File: src/wrmult_params.svh
// constants for the multi-sector write command handler
`ifndef WRMULT_PARAMS_SVH
`define WRMULT_PARAMS_SVH
`define TF_DATA       4'h0
`define TF_ERROR      4'h1
`define TF_SECCNT     4'h2
`define TF_LBALO      4'h3
`define TF_LBAMID     4'h4
`define TF_LBAHI      4'h5
`define TF_DEVICE     4'h6
`define TF_CMDSTAT    4'h7
`define TF_DEVCTL     4'h8
`define TF_BLKSIZE    4'h9
`define TF_IRQ_STAT   4'ha
`define TF_IRQ_EN     4'hb
`define TF_IRQ_CLR    4'hc
`define TF_CACHE      4'hd
`define CMD_WRMULT    8'hc5
`define CMD_WRMULT48  8'h39
`define CMD_WRFUA48   8'hce
`define DEV_LBA_BIT   6
`define CTL_HOB_BIT   7
`define ERR_IDNF_BIT  4
`define ERR_ABRT_BIT  2
`define ST_RDY_BIT    6
`define ST_DRQ_BIT    3
`define ST_ERR_BIT    0
`define ST_BSY_BIT    7
`define WORDS_PER_SEC 9'h100
`define BLKSIZE_RST   8'h01
`define COMMIT_NS     2000
`define COMMIT_CYC    ((`COMMIT_NS + 39) / 40)
`endif

File: src/wrmult_pkg.sv
// types for the multi-sector write command handler
package wrmult_pkg;
  typedef struct packed {
    logic [3:0] addr;
    logic [15:0] wdata;
    logic       wr;
    logic       rd;
  } reg_req_type;

  typedef struct packed {
    logic [47:0] lba;
    logic        wr;
    logic        fua;
  } media_req_type;

  typedef enum logic [2:0] {
    ST_IDLE   = 3'b000,
    ST_DRQ    = 3'b001,
    ST_WRITE  = 3'b011,
    ST_COMMIT = 3'b010,
    ST_DONE   = 3'b110
  } phase_type;
endpackage : wrmult_pkg
File: src/write_multiple_cmd_handler.sv
// device-side multi-sector PIO write command handler
// Overview of operation
// - head field is head or LBA 27:24
// - sector count returns untransferred sectors for 28-bit; 48-bit reads zero
// - LBA low returns last sector number
// - mid/high return last cylinder or LBA
// - head field returns last head/LBA 27:24
// - opcode 39h is 48-bit write multiple
// - one interrupt per multiple block
// - data register moves 16-bit words
// - count: current low, previous high byte
// - zero count means 65536 sectors
// - LBA built from current and previous bytes
// - failing LBA read back by HOB select
// - opcode CEh is forced-unit-access variant
// - forced variant commits media before status
// - media error stops at failing sector, reported as IDNF
`include "wrmult_params.svh"
module write_multiple_cmd_handler
  import wrmult_pkg::*;
(
  input  wire logic        sys_clk,
  input  wire logic        reset,
  input  wire reg_req_type reg_req,
  output logic [15:0]      reg_rdata,
  output media_req_type    media_req,
  input  wire logic        media_done_raw,
  input  wire logic        media_err_raw,
  output logic             irq
);
  localparam int COMMIT_CYCLES = `COMMIT_CYC;

  // 48-bit parameter bytes, current and previous
  logic [7:0]  sc_cur_r, sc_prv_r, lo_cur_r, lo_prv_r;
  logic [7:0]  mid_cur_r, mid_prv_r, hi_cur_r, hi_prv_r;
  logic [7:0]  device_r, devctl_r, blksize_r;
  logic [7:0]  err_r, irq_stat_r, irq_en_r;
  logic        cache_en_r, ext_r, fua_r;
  logic [47:0] lba_r;
  logic [16:0] remain_r;
  logic [8:0]  word_cnt_r;
  logic [7:0]  blk_cnt_r;
  logic [11:0] commit_cnt_r;
  logic        done_s1_r, done_s2_r, merr_s1_r, merr_s2_r;
  phase_type   phase_r;
  logic        drq, bsy, err_bit;
  logic        data_wr, cmd_wr, cmd_ok;
  logic [7:0]  cmd;
  logic        hob;

  function automatic logic [7:0] tf_byte(input logic [47:0] v,
                                         input logic [2:0] idx);
    tf_byte = v[idx*8 +: 8];
  endfunction : tf_byte

  assign cmd     = reg_req.wdata[7:0];
  assign cmd_wr  = reg_req.wr && reg_req.addr == `TF_CMDSTAT;
  assign data_wr = reg_req.wr && reg_req.addr == `TF_DATA;
  assign cmd_ok  = cmd == `CMD_WRMULT || cmd == `CMD_WRMULT48 ||
                   cmd == `CMD_WRFUA48;
  assign drq     = phase_r == ST_DRQ;
  assign bsy     = phase_r == ST_WRITE || phase_r == ST_COMMIT;
  assign err_bit = err_r != 8'h00;
  assign hob     = devctl_r[`CTL_HOB_BIT];

  // media handshake crosses in from the drive electronics
  always_ff @(posedge sys_clk) begin
    if (reset) begin
      done_s1_r <= 1'b0;
      done_s2_r <= 1'b0;
      merr_s1_r <= 1'b0;
      merr_s2_r <= 1'b0;
    end else begin
      done_s1_r <= media_done_raw;
      done_s2_r <= done_s1_r;
      merr_s1_r <= media_err_raw;
      merr_s2_r <= merr_s1_r;
    end
  end

  // parameter byte shifting: each count or LBA write while idle or done pushes current into previous
  always_ff @(posedge sys_clk) begin
    if (reset) begin
      sc_cur_r  <= 8'h00;
      sc_prv_r  <= 8'h00;
      lo_cur_r  <= 8'h00;
      lo_prv_r  <= 8'h00;
      mid_cur_r <= 8'h00;
      mid_prv_r <= 8'h00;
      hi_cur_r  <= 8'h00;
      hi_prv_r  <= 8'h00;
      device_r  <= 8'h00;
      devctl_r  <= 8'h00;
      blksize_r <= `BLKSIZE_RST;
      cache_en_r <= 1'b0;
      irq_en_r  <= 8'h00;
    // a finished command leaves the sequencer in done, which is idle too
    end else if (reg_req.wr &&
                 (phase_r == ST_IDLE || phase_r == ST_DONE)) begin
      unique case (reg_req.addr)
        `TF_SECCNT: begin
          sc_prv_r <= sc_cur_r;
          sc_cur_r <= reg_req.wdata[7:0];
        end
        `TF_LBALO: begin
          lo_prv_r <= lo_cur_r;
          lo_cur_r <= reg_req.wdata[7:0];
        end
        `TF_LBAMID: begin
          mid_prv_r <= mid_cur_r;
          mid_cur_r <= reg_req.wdata[7:0];
        end
        `TF_LBAHI: begin
          hi_prv_r <= hi_cur_r;
          hi_cur_r <= reg_req.wdata[7:0];
        end
        `TF_DEVICE:  device_r   <= reg_req.wdata[7:0];
        `TF_DEVCTL:  devctl_r   <= reg_req.wdata[7:0];
        `TF_BLKSIZE: blksize_r  <= reg_req.wdata[7:0];
        `TF_IRQ_EN:  irq_en_r   <= reg_req.wdata[7:0];
        `TF_CACHE:   cache_en_r <= reg_req.wdata[0];
        default: ;
      endcase
    end else if (reg_req.wr && reg_req.addr == `TF_DEVCTL) begin
      devctl_r <= reg_req.wdata[7:0];
    end else if (reg_req.wr && reg_req.addr == `TF_IRQ_EN) begin
      irq_en_r <= reg_req.wdata[7:0];
    end
  end

  // command sequencer
  always_ff @(posedge sys_clk) begin
    if (reset) begin
      phase_r      <= ST_IDLE;
      ext_r        <= 1'b0;
      fua_r        <= 1'b0;
      lba_r        <= 48'h0;
      remain_r     <= 17'h0;
      word_cnt_r   <= 9'h0;
      blk_cnt_r    <= 8'h00;
      commit_cnt_r <= 12'h0;
      err_r        <= 8'h00;
      media_req    <= '0;
    end else begin
      media_req.wr <= 1'b0;
      unique case (phase_r)
        ST_IDLE, ST_DONE: begin
          if (cmd_wr && cmd_ok) begin
            ext_r      <= cmd != `CMD_WRMULT;
            fua_r      <= cmd == `CMD_WRFUA48;
            err_r      <= 8'h00;
            word_cnt_r <= 9'h0;
            blk_cnt_r  <= 8'h00;
            if (cmd != `CMD_WRMULT) begin
              lba_r <= {hi_prv_r, mid_prv_r, lo_prv_r,
                        hi_cur_r, mid_cur_r, lo_cur_r};
              remain_r <= {sc_prv_r, sc_cur_r} == 16'h0000 ?
                          17'h10000 : {1'b0, sc_prv_r, sc_cur_r};
            end else begin
              // head field doubles as LBA 27:24 in LBA mode
              lba_r <= {20'h0, device_r[3:0], hi_cur_r,
                        mid_cur_r, lo_cur_r};
              remain_r <= sc_cur_r == 8'h00 ?
                          17'h100 : {9'h0, sc_cur_r};
            end
            phase_r <= ST_DRQ;
          end else if (cmd_wr) begin
            err_r   <= 8'h01 << `ERR_ABRT_BIT;
            phase_r <= ST_DONE;
          end
        end
        ST_DRQ: begin
          if (data_wr) begin
            if (word_cnt_r == `WORDS_PER_SEC - 9'h1) begin
              word_cnt_r      <= 9'h0;
              media_req.lba   <= lba_r;
              media_req.fua   <= fua_r;
              media_req.wr    <= 1'b1;
              phase_r         <= ST_WRITE;
            end else begin
              word_cnt_r <= word_cnt_r + 9'h1;
            end
          end
        end
        ST_WRITE: begin
          if (merr_s2_r) begin
            // failing sector stays addressed, count keeps it
            err_r   <= 8'h01 << `ERR_IDNF_BIT;
            phase_r <= ST_DONE;
          end else if (done_s2_r) begin
            remain_r <= remain_r - 17'h1;
            if (remain_r == 17'h1) begin
              // status waits for media commit when forced or uncached
              commit_cnt_r <= 12'(COMMIT_CYCLES);
              phase_r <= (fua_r || !cache_en_r) ? ST_COMMIT : ST_DONE;
            end else begin
              lba_r     <= lba_r + 48'h1;
              blk_cnt_r <= blk_cnt_r + 8'h1;
              phase_r   <= ST_DRQ;
              if (blk_cnt_r + 8'h1 == blksize_r)
                blk_cnt_r <= 8'h00;
            end
          end
        end
        ST_COMMIT: begin
          commit_cnt_r <= commit_cnt_r - 12'h1;
          if (commit_cnt_r == 12'h1)
            phase_r <= ST_DONE;
        end
        default: phase_r <= ST_IDLE;
      endcase
    end
  end

  // sticky events: bit0 block request, bit1 command done
  logic blk_ev, done_ev;
  assign blk_ev = (phase_r == ST_IDLE || phase_r == ST_DONE) &&
                  cmd_wr && cmd_ok ||
                  phase_r == ST_WRITE && done_s2_r && !merr_s2_r &&
                  remain_r != 17'h1 && blk_cnt_r + 8'h1 == blksize_r;
  assign done_ev = phase_r == ST_COMMIT && commit_cnt_r == 12'h1 ||
                   phase_r == ST_WRITE && merr_s2_r ||
                   phase_r == ST_WRITE && done_s2_r && remain_r == 17'h1 &&
                   !fua_r && cache_en_r ||
                   (phase_r == ST_IDLE || phase_r == ST_DONE) &&
                   cmd_wr && !cmd_ok;

  // a new event wins over a clear in the same cycle
  logic [7:0] irq_stat_nxt;
  assign irq_stat_nxt = (irq_stat_r &
                         ~((reg_req.wr && reg_req.addr == `TF_IRQ_CLR) ?
                           reg_req.wdata[7:0] : 8'h00)) |
                        {6'h0, done_ev, blk_ev};

  always_ff @(posedge sys_clk) begin
    if (reset) begin
      irq_stat_r <= 8'h00;
      irq        <= 1'b0;
    end else begin
      irq_stat_r <= irq_stat_nxt;
      // follows the next status so a clear drops the line at once
      irq        <= |(irq_stat_nxt & irq_en_r);
    end
  end

  // read-back mux: HOB picks upper bytes of the 48-bit address
  always_ff @(posedge sys_clk) begin
    if (reset) begin
      reg_rdata <= 16'h0000;
    end else if (reg_req.rd) begin
      unique case (reg_req.addr)
        `TF_ERROR:  reg_rdata <= {8'h00, err_r};
        `TF_SECCNT: reg_rdata <= ext_r ? 16'h0000 :
                                 {8'h00, remain_r[7:0]};
        `TF_LBALO:  reg_rdata <= {8'h00,
                      tf_byte(lba_r, (ext_r && hob) ? 3'd3 : 3'd0)};
        `TF_LBAMID: reg_rdata <= {8'h00,
                      tf_byte(lba_r, (ext_r && hob) ? 3'd4 : 3'd1)};
        `TF_LBAHI:  reg_rdata <= {8'h00,
                      tf_byte(lba_r, (ext_r && hob) ? 3'd5 : 3'd2)};
        `TF_DEVICE: reg_rdata <= {8'h00, device_r[7:4],
                      ext_r ? device_r[3:0] : lba_r[27:24]};
        `TF_CMDSTAT: reg_rdata <= {8'h00, bsy, !bsy, 1'b0, 1'b1, drq,
                      2'b00, err_bit};
        `TF_DEVCTL:  reg_rdata <= {8'h00, devctl_r};
        `TF_BLKSIZE: reg_rdata <= {8'h00, blksize_r};
        `TF_IRQ_STAT: reg_rdata <= {8'h00, irq_stat_r};
        `TF_IRQ_EN:   reg_rdata <= {8'h00, irq_en_r};
        `TF_CACHE:    reg_rdata <= {15'h0, cache_en_r};
        default:      reg_rdata <= 16'h0000;
      endcase
    end else begin
      reg_rdata <= 16'h0000;
    end
  end
endmodule : write_multiple_cmd_handler

File: config.mk
export PLATFORM = sky130hd
export DESIGN_NAME = write_multiple_cmd_handler
export DESIGN_NICKNAME = d
export VERILOG_FILES = /design/src/wrmult_pkg.sv /design/src/write_multiple_cmd_handler.sv
export VERILOG_INCLUDE_DIRS = /design/src
export SDC_FILE = /design/constraint.sdc
export NUM_CORES = 1
export LEC_CHECK = 0
export ABC_AREA = 1
export BUFFER_PORTS_ARGS = -buffer_cell sky130_fd_sc_hd__buf_2
export CAP_MARGIN = 20
export CORE_ASPECT_RATIO = 1.1
export CORE_UTILIZATION = 30
export CTS_CLUSTER_DIAMETER = 30
export DETAILED_ROUTE_END_ITERATION = 16
export PLACE_DENSITY = 0.49
export SLEW_MARGIN = 25
export SYNTH_ARGS = -nofsm -noshare
export SYNTH_HDL_FRONTEND = slang
export SYNTH_SLANG_ARGS = --single-unit
File: constraint.sdc
create_clock -name sys_clk -period 2.3 [get_ports sys_clk]
set_input_delay 0.575 -clock sys_clk [delete_from_list [all_inputs] [get_ports sys_clk]]
set_output_delay 0.575 -clock sys_clk [all_outputs]
set_load 0.05 [all_outputs]
# Yosys cells after proc, flatten, opt, wreduce, memory -nomap -nowiden

Cells that the tools add are included.

Flip-flop bits (word level): 283
Bits of input ports: 26
Output and inout port bits: 67
Logic and storage cells: 208

$add $sub $neg: 5
Eq/ne operators: 40
Shift operators: 3
Muxes and demuxes: 56
Bitwise logic cells: 7
Reduce and logical (&&, ||, !) cells: 65

Operators by type and width:

| cell                                                  | number |
|---|---|
| two-way mux 48 bit                                    | 5 |
| two-way mux 8 bit                                     | 17 |
| case mux 48 bit (2 select lines)                      | 1 |
| case mux 8 bit (12 select lines)                      | 1 |
| indexed part select 48 x 7 -> 8 bit                   | 2 |
| two-way mux 17 bit                                    | 5 |
| adder 48 x 1 -> 48 bit (second input constant)        | 1 |
| indexed part select 48 x 6 -> 8 bit                   | 1 |
| two-way mux 12 bit                                    | 3 |
| two-way mux 9 bit                                     | 4 |
| case mux 17 bit (2 select lines)                      | 1 |
| two-way mux 3 bit                                     | 11 |
| case mux 8 bit (2 select lines)                       | 2 |
| equality test 4 bit (second input constant)           | 6 |
| case mux 12 bit (2 select lines)                      | 1 |
| logical AND 1 bit                                     | 20 |
| case mux 9 bit (2 select lines)                       | 1 |
| AND reduction 2 bit                                   | 9 |
| equality test 17 x 1 -> 1 bit (second input constant) | 1 |
| != test 17 x 1 -> 1 bit (second input constant)       | 1 |
| subtractor 17 x 1 -> 17 bit (second input constant)   | 1 |
| bitwise AND 8 bit                                     | 2 |
| equality test 4 x 3 -> 1 bit (second input constant)  | 4 |
| equality test 8 bit (second input constant)           | 2 |
| 36 further kinds                                      | 74 |

# Logic depth before layout (Yosys ltp)

Depth in word-level cells: 10
Gate-level depth with buffers: 14
Depth with buffers taken out: 14

# Worst setup path after synthesis

OpenSTA, ideal clock, no wires.

Path kind: input to register
Start: in reg_req[3] (netlist bit)
End: reg lba_r[4]
Library setup time: 0.120 ns
Arrival time: 1.851 ns
Required time: 2.180 ns
Setup slack: 0.329 ns
Cell stages on the path: 10
Path buffers: 1
Cell sequence: clkinv_1 -> nor3_1 -> nand2_1 -> nand3_1 -> nand2_1 -> nand2_1 -> nand3_1 -> buf_2 -> o21ai_0 -> a21oi_1

Cells in the longest elaborated chain, start to end: 6
Elaborated cells on any way between the ends: 8
Classes of those cells: eq/ne (4); reduce/logical (4)

Ends and longest elaborated chain:

| what                                                                                 | line                              | source |
|---|---|---|
| start: declaration                                                                   | write_multiple_cmd_handler.sv:24  | `input wire reg_req_type reg_req,` |
| equality test 8 bit (no line) / equality test 8 x 6 -> 1 bit (equally long branches) | --                                |  |
| logical OR 1 bit (no line)                                                           | --                                |  |
| logical OR 1 bit (no line) *                                                         | --                                |  |
| logical AND 1 bit *                                                                  | write_multiple_cmd_handler.sv:148 | `if (cmd_wr && cmd_ok) begin` |
| != test 2 bit (no line) *                                                            | --                                |  |
| AND reduction 5 bit (no line) *                                                      | --                                |  |
| end signal: assignment                                                               | write_multiple_cmd_handler.sv:155 | `lba_r <= {hi_prv_r, mid_prv_r, lo_prv_r,` |
| end signal: assignment                                                               | write_multiple_cmd_handler.sv:161 | `lba_r <= {20'h0, device_r[3:0], hi_cur_r,` |
| end signal: assignment                                                               | write_multiple_cmd_handler.sv:197 | `lba_r <= lba_r + 48'h1;` |
| end: declaration                                                                     | write_multiple_cmd_handler.sv:39  | `logic [47:0] lba_r;` |

Every way passes the cells marked *; elsewhere a longest branch is shown, timed or not.
A chain may end at the register's enable or synchronous reset.

# Final worst setup path

Start: reg remain_r[1]
End: reg irq

Cells in the longest elaborated chain, start to end: 9
Elaborated cells on any way between the ends: 13
Classes of those cells: eq/ne (2); bitwise (2); reduce/logical (9)

Ends and longest elaborated chain:

| what                           | line                              | source |
|---|---|---|
| start: declaration             | write_multiple_cmd_handler.sv:40  | `logic [16:0] remain_r;` |
| start signal: assignment       | write_multiple_cmd_handler.sv:157 | `remain_r <= {sc_prv_r, sc_cur_r} == 16'h0000 ?` |
| start signal: assignment       | write_multiple_cmd_handler.sv:163 | `remain_r <= sc_cur_r == 8'h00 ?` |
| start signal: assignment       | write_multiple_cmd_handler.sv:191 | `remain_r <= remain_r - 17'h1;` |
| equality test 17 x 1 -> 1 bit  | write_multiple_cmd_handler.sv:223 | `phase_r == ST_WRITE && done_s2_r && remain_r == 17'h1 &&` |
| logical AND 1 bit (2 in a row) | write_multiple_cmd_handler.sv:223 |  |
| logical AND 1 bit              | write_multiple_cmd_handler.sv:224 | `!fua_r && cache_en_r \|\|` |
| logical OR 1 bit               | write_multiple_cmd_handler.sv:222 | `phase_r == ST_WRITE && merr_s2_r \|\|` |
| logical OR 1 bit               | write_multiple_cmd_handler.sv:224 |  |
| OR 8 x 2 -> 8 bit *            | write_multiple_cmd_handler.sv:230 | `assign irq_stat_nxt = (irq_stat_r &` |
| bitwise AND 8 bit *            | write_multiple_cmd_handler.sv:242 | `irq <= \|(irq_stat_nxt & irq_en_r);` |
| OR reduction 8 bit *           | write_multiple_cmd_handler.sv:242 |  |
| end signal: assignment         | write_multiple_cmd_handler.sv:242 |  |
| end: declaration               | write_multiple_cmd_handler.sv:29  | `output logic irq` |

Marks and branches as above.

==> impl_results.md <==
- Share of cells above drive strength 1: 0.1562
- Mapped Cells: 2104
- Leak: roughly 7.4 nW
- Flop and latch count out of synthesis: between 200 and 300
- FF-to-FF Start: remain_r[1]
- Clk buf depth: 3
- Gr ovfl total: 0
- Post-Synthesis Cell Area: about 14000 um^2
- Reg2reg end: irq
- EDFF count, synth: 0
- CP max stage delay: about 0.38 ns
- WL final: 53590 um
- CP arrival: between 2 and 3 ns
- Worst Hold Depth: 3
- Met2 Wirelength: 25020 um
- Antenna violations before repair: 1
- Synth-to-Final Area Change: 32.99%
- Fmax: between 400 and 500 MHz
- Post-synth top area cell: dfxtp_1
- Final Slew Violations: 0
- Synth Area in Compound Gates: 0.2025
- Status: completed
- Clock skew: roughly 0.028 ns
- Worst reg2reg setup slack: 0.18 ns
- Largest net degree at the start of global routing: 79
- Final number of hold-violating endpoints: 0
- Worst reg-to-reg path cell count: 13
- Pwr Density: approximately 1100 nW/um^2
- Syn avg cell area: 6.512 um^2
- Die ar.: 46530 um^2
- CTS tree: yes
- DR DRC count: 0
- Endpoint with the worst hold slack: merr_s1_r
- Vias per cell: between 5 and 6
- H-Tree Depth: 3
- IO buf count: 76
- Critical Path RT: 2.80 ns
- Core ar.: roughly 45000 um^2
- Critical Path Start Type: flop
- Setup Fix Bufs, Post-CTS: 0
- Antenna-violating nets left: 0
- XOR/XNOR share of the synthesized area: 0.01215
- Nets: roughly 2.3k
- Post-synthesis cell type count: 42
- Hpwl dp: approximately 40000 um
- Routability Congestion: between 0.9 and 1
- Starting Density: 0.3058
- Ys async rst share: 0
- Placed cells: approximately 2.8k
- Worst slew margin: 0.5950
- Critical path peak fanout: 4
- Maximum VDD drop: around 690 uV
- Synth top area share: 0.3931
- Tcrit/Tclk final: 0.9211
- Most common cell on crit path: nand2_1
- Synth Area in Adders: 0.006393
- Synth warn: 0
- DIE HEIGHT: between 200 and 250 um
- Tot GR Track Use: 0.2335
- Max-cap violation count: 0
- Post-synthesis sequential area ratio: 0.3931
- Antenna diodes: 0
- RSZ-0062 raised after global routing: no
- Non-filler cells, final: about 2.9k
- Most frequent cells after synthesis: nand2_1 (462), nor2_1 (274), dfxtp_1 (269)
- Primary FF master, synth: dfxtp_1
- Die Wd: just over 200 um
- First-pass GRT wire length: approximately 82000 um
- Highest routed layer: met5
- Final critical-path required period: about 2.1 ns
- Worst setup EP type: flop
- Vias: approximately 15k
- Mux share of post-synthesis cell area: 0
- Met1 WL: approximately 23000 um
- Tightest Hold Check Type: primary input to flop
- CP Launch Point: remain_r[1]
- Worst slack, placed: -0.1255 ns
- Largest cells by area after synthesis: dfxtp_1 (39%), nand2_1 (13%), a21oi_1 (9.0%), o21ai_0 (8.7%), nor2_1 (7.5%)
- Largest family of logic cells by synthesized area: simple AND/OR/NAND/NOR gates
- Final setup viols: 0
- Synth Area in Simple Gates: 0.2966
- Slowest stage cell, crit path: dfxtp_1
- Final WS setup: 0.1814 ns
- Io pins: between 90 and 100
- Avg WL per Cell: between 15 and 20 um
- Total CTS buffers: 73
- DR WL met3: between 2000 and 3000 um
- Most frequent cell after synthesis: nand2_1
- Critical-path cell list: inv_1, ha_1, inv_1, nor2_1, nand2_1, nor2_1, nand2_1, nand2_1, nor2_1, nand4_1, nand2_1, nand3_1, nand2_1
- Slew @ Worst Pin: roughly 0.6 ns
- Hold path startpoint: media_err_raw
- Setup Crit Path Kind: flop to flop
- DRT iter0 DRCs: about 1.0k
- Clock tree sinks: between 200 and 300
- Worst skew pair latency: 0.60 ns
- FP Rows: around 80
- Router iterations before antenna repair: 5
- CTS Root Cell: clkbuf_16
- Vias in the first global route: 14.31k
- Worst-path clk slew: 0.04 ns
-- metal layers --
metal | vias up | GRT usage
li1 | 7384 | -
met3 | 118 | 0.03752
met2 | 443 | 0.3838
met1 | 6861 | 0.2894
met4 | 2 | 0.1286
met5 | - | 0
-- flip-flops by register name, indices dropped and copies added, names as in the netlist, 8 cells and up --
register and flops:
blk_cnt_r 8, blksize_r 8, commit_cnt_r 12, devctl_r 8
device_r 8, hi_cur_r 8, hi_prv_r 8, irq_en_r 8
irq_stat_r 8, lba_r 48, lo_cur_r 8, lo_prv_r 8
media_req 50, mid_cur_r 8, mid_prv_r 8, reg_rdata 8
remain_r 17, sc_cur_r 8, sc_prv_r 8, word_cnt_r 9
-- critical path, delay by kind of cell, from the launching register on --
family                   cells  cell delay [ns]
AND/OR/NAND/NOR             10             1.27
flip-flops                   1             0.38
adder cells (fa/ha/maj)      1             0.20
buffers and inverters        2             0.19
-- logic make-up after synthesis --
kind of cell / after synthesis
AO/OA/AOI/OAI: 533
XOR/XNOR: 19
adder cells (fa/ha/maj): 7
buffers and inverters: 302
flip-flops: 269
other: 1
AND/OR/NAND/NOR: 973
-- how the worst max path moves through the flow --
stage / endpoint / slack [ns] / cells past startpoint
after CTS: commit_cnt_r[6] / 0.11 / 10
after global placement: reg_rdata[2] / -0.09 / 15
after detailed placement: reg_rdata[2] / -0.13 / 15
final: irq / 0.18 / 13
after floorplan: lba_r[4] / 0.33 / 10
after global routing: commit_cnt_r[6] / 0.02 / 13
-- what timing repair did --
item / in CTS / in global routing
resized for setup: 0 / 3
hold buffers: 0 / 0
hold endpoints to repair: 0 / 0
setup endpoints to repair: 0 / 2
-- final cells by class --
cell class / count / area [um^2]
clock buffer: 96 / 2066
clock inverter: 38 / 533.0
fill: 4756 / 26580
inverter: 206 / 775.7
multi-input combinational: 1540 / 7149
sequential: 269 / 5385
tap: 581 / 726.9
timing repair buffer: 213 / 1584
-- through the flow --
step	power (mW)	util	setup TNS, ns	hold WS, ns	instance area [um^2]
3_3_place_gp	9.687	0.3484	-1.676	0.4001	15610
6_report	20.27	0.4067	0	0.2061	18220
3_5_place_dp	9.734	0.3484	-1.868	0.3982	15610
5_1_grt	21.23	0.4067	0	0.2178	18220
2_1_floorplan	8.159	-	0	0.3883	13730
4_1_cts	20.46	0.4065	0	0.1791	18210
-- placed cells by master, fill, tap and decap left out, drive strengths merged, types with 12 or more instances in the layout --
| cell | netlist | final |
|---|---|---|
| a21oi | 246 | 246 |
| buf | 43 | 213 |
| clkbuf | 53 | 96 |
| clkinv | 3 | 18 |
| dfxtp | 269 | 269 |
| inv | 203 | 209 |
| nand2 | 466 | 466 |
| nand3 | 145 | 145 |
| nand4 | 34 | 34 |
| nor2 | 283 | 283 |
| nor3 | 30 | 30 |
| o211ai | 12 | 12 |
| o21ai | 240 | 240 |
| xor2 | 15 | 15 |
-- report_power, final --
group,switching (mW),internal [mW]
logic,2.80,1.41
clock network,3.16,7.44
registers,0.411,5.06
Note: power is estimated with default switching activity, not from simulation.
